--- src/pkg/dgct_consts.vh ---
// Constants for the dual gated counter/timer.
`ifndef DGCT_CONSTS_VH
`define DGCT_CONSTS_VH

`define DGCT_CHANNELS      2
`define DGCT_COUNT_W       32
`define DGCT_HALF_W        16
`define DGCT_PCT_W         7
`define DGCT_DIV_W         32
`define DGCT_RST_COUNT     32'h00000000
`define DGCT_RST_DIV       32'h00000002
`define DGCT_RST_DUTY      7'h32
`define DGCT_PCT_FULL      7'h64
`define DGCT_CLK_HZ        125000000
`define DGCT_EXT_MAX_HZ    18000000

`define DGCT_GATE_NONE     3'h0
`define DGCT_GATE_LOW      3'h1
`define DGCT_GATE_HIGH     3'h2
`define DGCT_GATE_FALL     3'h3
`define DGCT_GATE_RISE     3'h4

`define DGCT_SRC_INT       1'h0
`define DGCT_SRC_EXT       1'h1
`define DGCT_PULSE_H2L     1'h0
`define DGCT_PULSE_L2H     1'h1

`endif

--- src/rtl/dgct_top.v ---
// Two gated 32-bit counter/timer channels with sampled read-out.
//
// Function
// - Two independent channels, each a 32-bit count, clock, gate and pulse.
// - Channel index 0 selects the first channel, index 1 the second.
// - Listed channel returns low 16-bit half first, then upper half.
// - Listed channel value is sampled once per analog-input sample tick.
// - Internal source uses a programmable divider that sets pulse rate.
// - External source counts clock input; source must stay below 18 MHz.
// - External count advances only on clock input rising edges.
// - Gate type none enables immediately on software start.
// - Low-level gate enables while gate low, disables while high.
// - High-level gate enables while gate high, disables while low.
// - Falling-edge gate enables on a detected high-to-low transition.
// - Rising-edge gate enables on a detected low-to-high transition.
// - High-to-low pulse type makes the low portion active.
// - Low-to-high pulse type makes the high portion active.
// - Programmable duty percentage on the internal source only; 50 gives equal low and high times for an even divider.
`include "dgct_consts.vh"

module dgct_top #(
  parameter NCH = `DGCT_CHANNELS
) (
  // Clock and reset.
  input  wire                      CLK_IN,
  input  wire                      RST_N_IN,
  // Per-channel pins.
  input  wire [NCH-1:0]            CT_CLK_IN,
  input  wire [NCH-1:0]            CT_GATE_IN,
  output wire [NCH-1:0]            CT_PULSE_OUT,
  // Per-channel control, channel n in slice n.
  input  wire [NCH-1:0]            START_IN,
  input  wire [NCH-1:0]            STOP_IN,
  input  wire [NCH-1:0]            CLR_IN,
  input  wire [NCH-1:0]            SRC_SEL_IN,
  input  wire [NCH-1:0]            PULSE_TYPE_IN,
  input  wire [NCH*3-1:0]          GATE_TYPE_IN,
  input  wire [NCH*7-1:0]          DUTY_IN,
  input  wire [NCH*32-1:0]         DIVIDER_IN,
  // Status per channel.
  output wire [NCH-1:0]            RUNNING_OUT,
  output wire [NCH-1:0]            ENABLED_OUT,
  output wire [NCH*32-1:0]         COUNT_OUT,
  // Acquisition list read-out.
  input  wire                      SAMPLE_TICK_IN,
  input  wire                      LIST_VALID_IN,
  input  wire                      LIST_SEL_IN,
  output reg  [`DGCT_HALF_W-1:0]   ACQ_DATA_OUT,
  output reg                       ACQ_VALID_OUT,
  output reg                       ACQ_UPPER_OUT
);

  wire [NCH*32-1:0] count_bus;
  reg  [31:0]       snap;
  reg               upper_pending;

  genvar g;
  generate
    for (g = 0; g < NCH; g = g + 1) begin : chan
      reg  [2:0]  clk_sync;
      reg  [2:0]  gate_sync;
      reg         clk_lvl;
      reg         gate_lvl;
      reg         running;
      reg         latched;
      reg         enabled;
      reg  [31:0] count;
      reg  [31:0] div_cnt;
      reg         pulse;
      wire [2:0]  gtype = GATE_TYPE_IN[g*3 +: 3];
      wire [6:0]  duty  = DUTY_IN[g*7 +: 7];
      wire [31:0] div   = DIVIDER_IN[g*32 +: 32];
      reg         next_clk_lvl;
      reg         next_gate_lvl;
      reg         gate_ok;
      reg         tick;
      reg  [38:0] act_prod;
      reg  [38:0] pos_prod;
      reg         active;

      // A level changes only once the second and third stages agree, so
      // a metastable first stage never reaches any decision logic.
      always @* begin
        next_clk_lvl  = clk_lvl;
        next_gate_lvl = gate_lvl;
        if (clk_sync[1] == clk_sync[2])
          next_clk_lvl = clk_sync[2];
        if (gate_sync[1] == gate_sync[2])
          next_gate_lvl = gate_sync[2];
      end

      always @* begin
        case (gtype)
          `DGCT_GATE_NONE: gate_ok = 1'b1;
          `DGCT_GATE_LOW:  gate_ok = ~gate_lvl;
          `DGCT_GATE_HIGH: gate_ok = gate_lvl;
          `DGCT_GATE_FALL: gate_ok = latched;
          `DGCT_GATE_RISE: gate_ok = latched;
          default:         gate_ok = 1'b0;
        endcase
        if (SRC_SEL_IN[g] == `DGCT_SRC_EXT)
          tick = next_clk_lvl & ~clk_lvl;
        else
          tick = (div_cnt >= div - 32'h00000001);
        // Active while position/period is below duty/100; no divide needed.
        pos_prod = {7'h00, div_cnt} * {32'h00000000, `DGCT_PCT_FULL};
        act_prod = {7'h00, div} * {32'h00000000, duty};
        active   = running & enabled & (pos_prod < act_prod);
      end

      always @(posedge CLK_IN or negedge RST_N_IN) begin
        if (!RST_N_IN) begin
          clk_sync  <= 3'h0;
          gate_sync <= 3'h0;
          clk_lvl   <= 1'b0;
          gate_lvl  <= 1'b0;
          running   <= 1'b0;
          latched   <= 1'b0;
          enabled   <= 1'b0;
          count     <= `DGCT_RST_COUNT;
          div_cnt   <= 32'h00000000;
          pulse     <= 1'b0;
        end else begin
          clk_sync  <= {clk_sync[1:0], CT_CLK_IN[g]};
          gate_sync <= {gate_sync[1:0], CT_GATE_IN[g]};
          clk_lvl   <= next_clk_lvl;
          gate_lvl  <= next_gate_lvl;
          if (STOP_IN[g]) begin
            running <= 1'b0;
            latched <= 1'b0;
          end else if (START_IN[g]) begin
            running <= 1'b1;
            latched <= 1'b0;
          end else if (running) begin
            if (gtype == `DGCT_GATE_FALL && gate_lvl && !next_gate_lvl)
              latched <= 1'b1;
            if (gtype == `DGCT_GATE_RISE && !gate_lvl && next_gate_lvl)
              latched <= 1'b1;
          end
          enabled <= running & gate_ok;
          if (CLR_IN[g])
            count <= `DGCT_RST_COUNT;
          else if (running && enabled && tick)
            count <= count + 32'h00000001;
          if (!running || SRC_SEL_IN[g] == `DGCT_SRC_EXT)
            div_cnt <= 32'h00000000;
          else if (enabled)
            div_cnt <= tick ? 32'h00000000 : div_cnt + 32'h00000001;
          // Idle level is low for either polarity, as the output is forced low while not running.
          if (PULSE_TYPE_IN[g] == `DGCT_PULSE_L2H)
            pulse <= active;
          else
            pulse <= ~active & running;
        end
      end

      assign CT_PULSE_OUT[g]      = pulse;
      assign RUNNING_OUT[g]       = running;
      assign ENABLED_OUT[g]       = enabled;
      assign count_bus[g*32 +: 32] = count;
    end
  endgenerate

  assign COUNT_OUT = count_bus;

  // The whole word is captured on the tick so both halves are coherent.
  always @(posedge CLK_IN or negedge RST_N_IN) begin
    if (!RST_N_IN) begin
      snap          <= `DGCT_RST_COUNT;
      upper_pending <= 1'b0;
      ACQ_DATA_OUT  <= 16'h0000;
      ACQ_VALID_OUT <= 1'b0;
      ACQ_UPPER_OUT <= 1'b0;
    end else begin
      ACQ_VALID_OUT <= 1'b0;
      ACQ_UPPER_OUT <= 1'b0;
      if (SAMPLE_TICK_IN && LIST_VALID_IN) begin
        snap          <= count_bus[LIST_SEL_IN*32 +: 32];
        ACQ_DATA_OUT  <= count_bus[LIST_SEL_IN*32 +: 16];
        ACQ_VALID_OUT <= 1'b1;
        upper_pending <= 1'b1;
      end else if (upper_pending) begin
        ACQ_DATA_OUT  <= snap[31:16];
        ACQ_VALID_OUT <= 1'b1;
        ACQ_UPPER_OUT <= 1'b1;
        upper_pending <= 1'b0;
      end
    end
  end

endmodule

--- config.mk ---
export PLATFORM = sky130hd
export DESIGN_NAME = dgct_top
export DESIGN_NICKNAME = d
export VERILOG_FILES = /design/src/rtl/dgct_top.v
export VERILOG_INCLUDE_DIRS = /design/src /design/src/pkg
export SDC_FILE = /design/constraint.sdc
export NUM_CORES = 2
export LEC_CHECK = 0
export BUFFER_PORTS_ARGS = -buffer_cell sky130_fd_sc_hd__clkbuf_2
export CORE_UTILIZATION = 45
export CTS_CLUSTER_SIZE = 30
export DETAILED_ROUTE_END_ITERATION = 10
export SLEW_MARGIN = 40
export SYNTH_ARGS = -nofsm -noshare
export SYNTH_HDL_FRONTEND = slang
export SYNTH_SLANG_ARGS = --single-unit
export TNS_END_PERCENT = 50
--- constraint.sdc ---
create_clock -name CLK_IN -period 8.1 [get_ports CLK_IN]
set_input_delay 0.405 -clock CLK_IN [delete_from_list [all_inputs] [get_ports CLK_IN]]
set_output_delay 0.405 -clock CLK_IN [all_outputs]
set_load 0.005 [all_outputs]
==> results.toml <==
[synth]
ys_top_cells_by_area = "fa_1 (21%), ha_1 (17%), dfrtp_1 (14%), inv_1 (6.7%), and2_1 (6.4%)"
synth_cells = 3986
synthAdderAreaFrac_pct = 37.8
synth.cell_area_um2 = 33900
synth_seq_area_share_pct = 13.8
synth_edf_count = 0
synth_compound_area_share_pct = 13.6
yosysWarnings = 0
muxShareOfSynthArea_pct = 1.23
ys_seq_elements = 187
synth_area_per_cell_um2 = 8.51
synth_top_family_by_area = "adder cells"
synth_xor_area_share_pct = 5.71
synth_common_cells = "inv_1 (605), ha_1 (457), fa_1 (352)"
postSynth.asyncResetShare_pct = 100
yosysMostFrequentCell = "inv_1"
synth.distinct_cells = 77
netlist.area_leader.share_pct = 20.8
syn_nets = 4898
synthSimpleGateAreaFrac_pct = 19.2
yosysTopAreaCell = "fa_1"
ys.flop_type = "dfrtp_1"

[global_routing]
grt_pass1_vias = 27000
antenna_found_initial = 5
grt_max_degree = 82
overflow = 0
grt_pass1_wl_um = 139000
track_usage_pct = 22.1

[routing]
ant_nets = 0
drcViolationCount = 0
post_drt_wl_per_cell_um = 16.0
dr.pass1.iters = 5
viasPerCell = 5.34
dr.first_iter.drc_count = 1387
vias = 26900
wl_um = 80700

[cells_and_area]
area_delta_synth_final_pct = 6.72
nNetsFinal = 4961
fillers = 7301
finalInstanceArea_um2 = 36200
layout-drive-gt1-share_pct = 6.97

[worst_setup_path]
slowest_delay_ns = 0.81
critPathMaxFanout = 32
crit_path_frequent_cell = "fa_1"
startpoint_type = "input pin"
crit_buf_inv = 4
critPathKind = "in -> reg"
crit_family = "adder cells"
critical_path_required_ns = 8.44
end_kind = "register"
critPathArrivalTime_ns = 7.86
cp_slowest_cell = "a2111oi_0"

[clocking]
clk_path_buf_depth = 2
htree_num_levels = 4
insertion_delay_ns = 0.47
cts_made_buffers = 17
cts_sinks = 187
post_cts_buffers = 0
clk_pin_slew_ns = 0.07
cts_tree = "done"
root_buffer = "clkbuf_16"

[timing]
drv_slew = 0
finClkSkew_ns = 0.0300
setup_viol = 0
hold_violations = 0
post-route-period-util_pct = 92.9
min_period_ns = 7.52
max_slew_margin_pct = 43.2
timing.final.ws_setup_ns = 0.577
fin_setup_tns_ns = 0
rsz0062_at_grt = "no"
fmax_mhz = 133
tightest_slew_ns = 0.831
holdWs_ns = 0.0487

[die]
die_x_um = 276
die_area_um2 = 76400
ios = 191
fp.dieH_um = 276
start_util_pct = 45.5
rows = 100
core_um2 = 74400

[power]
ir_drop_mv = 0.132
p_per_area_nw_per_um2 = 176
p_leak_nw = 19.0
power_mw = 6.36

[placed_design]
placed_cell_area_um2 = 35600
pre_cts_slack_ns = 0.340
hpwl_um = 65900
place_congestion = 0.855
io_buffer_count = 190

[flow_run]
drv_cap = 0

[status]
status = "finished clean"

[min_path]
hold_class = "in -> reg"
## state kept, by name, indices dropped and copies added, names as in the netlist
| signal | cells |
|---|---|
| ACQ_UPPER_OUT | 1 |
| snap | 16 |
| chan.enabled | 2 |
| chan.clk_lvl | 2 |
| chan.running | 2 |
| chan.latched | 2 |
| ACQ_VALID_OUT | 1 |
| chan.gate_sync | 6 |
| upper_pending | 1 |
| chan.div_cnt | 64 |
| chan.gate_lvl | 2 |
| chan.count | 64 |
| ACQ_DATA_OUT | 16 |
| chan.clk_sync | 6 |
| chan.pulse | 2 |
## cells by family (layout without fill, tap and decap cells)
| family | Yosys count | count (layout) |
|---|---|---|
| simple gates | 1217 | 1217 |
| mux | 41 | 41 |
| other cells | 0 | 1 |
| flops | 187 | 187 |
| compound gates | 734 | 734 |
| buf+inv | 773 | 849 |
| fa+ha+maj | 813 | 813 |
| xor+xnor | 221 | 221 |
## area by class of cell
type / count / area (um^2) / share of cell area, %
multi-input cells: 3026 / 26300 / 72.7
flip-flops and latches: 187 / 4680 / 12.9
inverters: 605 / 2270 / 6.28
well taps: 969 / 1210 / 3.35
repair buffers: 212 / 1130 / 3.13
clock buffers: 19 / 443 / 1.22
clock inverters: 13 / 123 / 0.339
diodes: 1 / 2.50 / 0.00692
## through the flow
step | util, % | instances
global placement | 47.8 | 4996
global route | 48.6 | 5031
detailed placement | 47.8 | 4997
floorplan | - | 3986
finish | 48.6 | 5032
CTS | 48.6 | 5030
## routing by layer
metal | vias to the layer above | routed length, um | track usage (%)
li1 | 13300 | - | -
met4 | 8 | 688 | 3.44
met1 | 13100 | 39400 | 30.8
met5 | - | 58 | 0
met2 | 338 | 38300 | 37.5
met3 | 44 | 2260 | 2.18
## where the power goes
group	switching [mW]	internal (mW)
Sequential	0.0167	0.950
Clock	0.418	0.416
Combinational	2.60	1.97
Total	3.03	3.33
## cell usage in the layout (no fill, tap or decap), drive strengths merged, types with 36 or more instances in the layout
master  synthesis  layout
a21o          141     141
a21oi         204     204
a31oi          45      45
and2          349     349
clkbuf        151     209
dfrtp         187     187
fa            352     352
ha            457     457
inv           605     614
mux2i          36      36
nand2         275     275
nand2b         43      43
nand3          70      70
nand4          45      45
nor2          164     164
nor2b          44      44
nor3           69      69
o21ai         172     172
xnor2         151     151
xor2           70      70
## timing repair
action                     in CTS  in global routing
setup endpoints to repair       0                  0
gates resized for setup         0                  0
hold endpoints to repair        5                  0
hold buffers                    1                  0
## path summary, 6_finish.rpt
path	start	endpoint	slack [ns]	depth (start not counted)
min	CT_CLK_IN[1]	chan[1].clk_sync[0]	0.05	1
min in group asynchronous	RST_N_IN	chan[1].gate_lvl	0.56	2
max reg2reg	chan[1].div_cnt[1]	chan[1].pulse	2.05	22
max	DUTY_IN[6]	chan[0].pulse	0.58	28
min reg2reg	chan[0].gate_sync[0]	chan[0].gate_sync[1]	0.35	0
max in group asynchronous	RST_N_IN	chan[0].latched	5.61	4
Power figures use the tool's default switching activity.
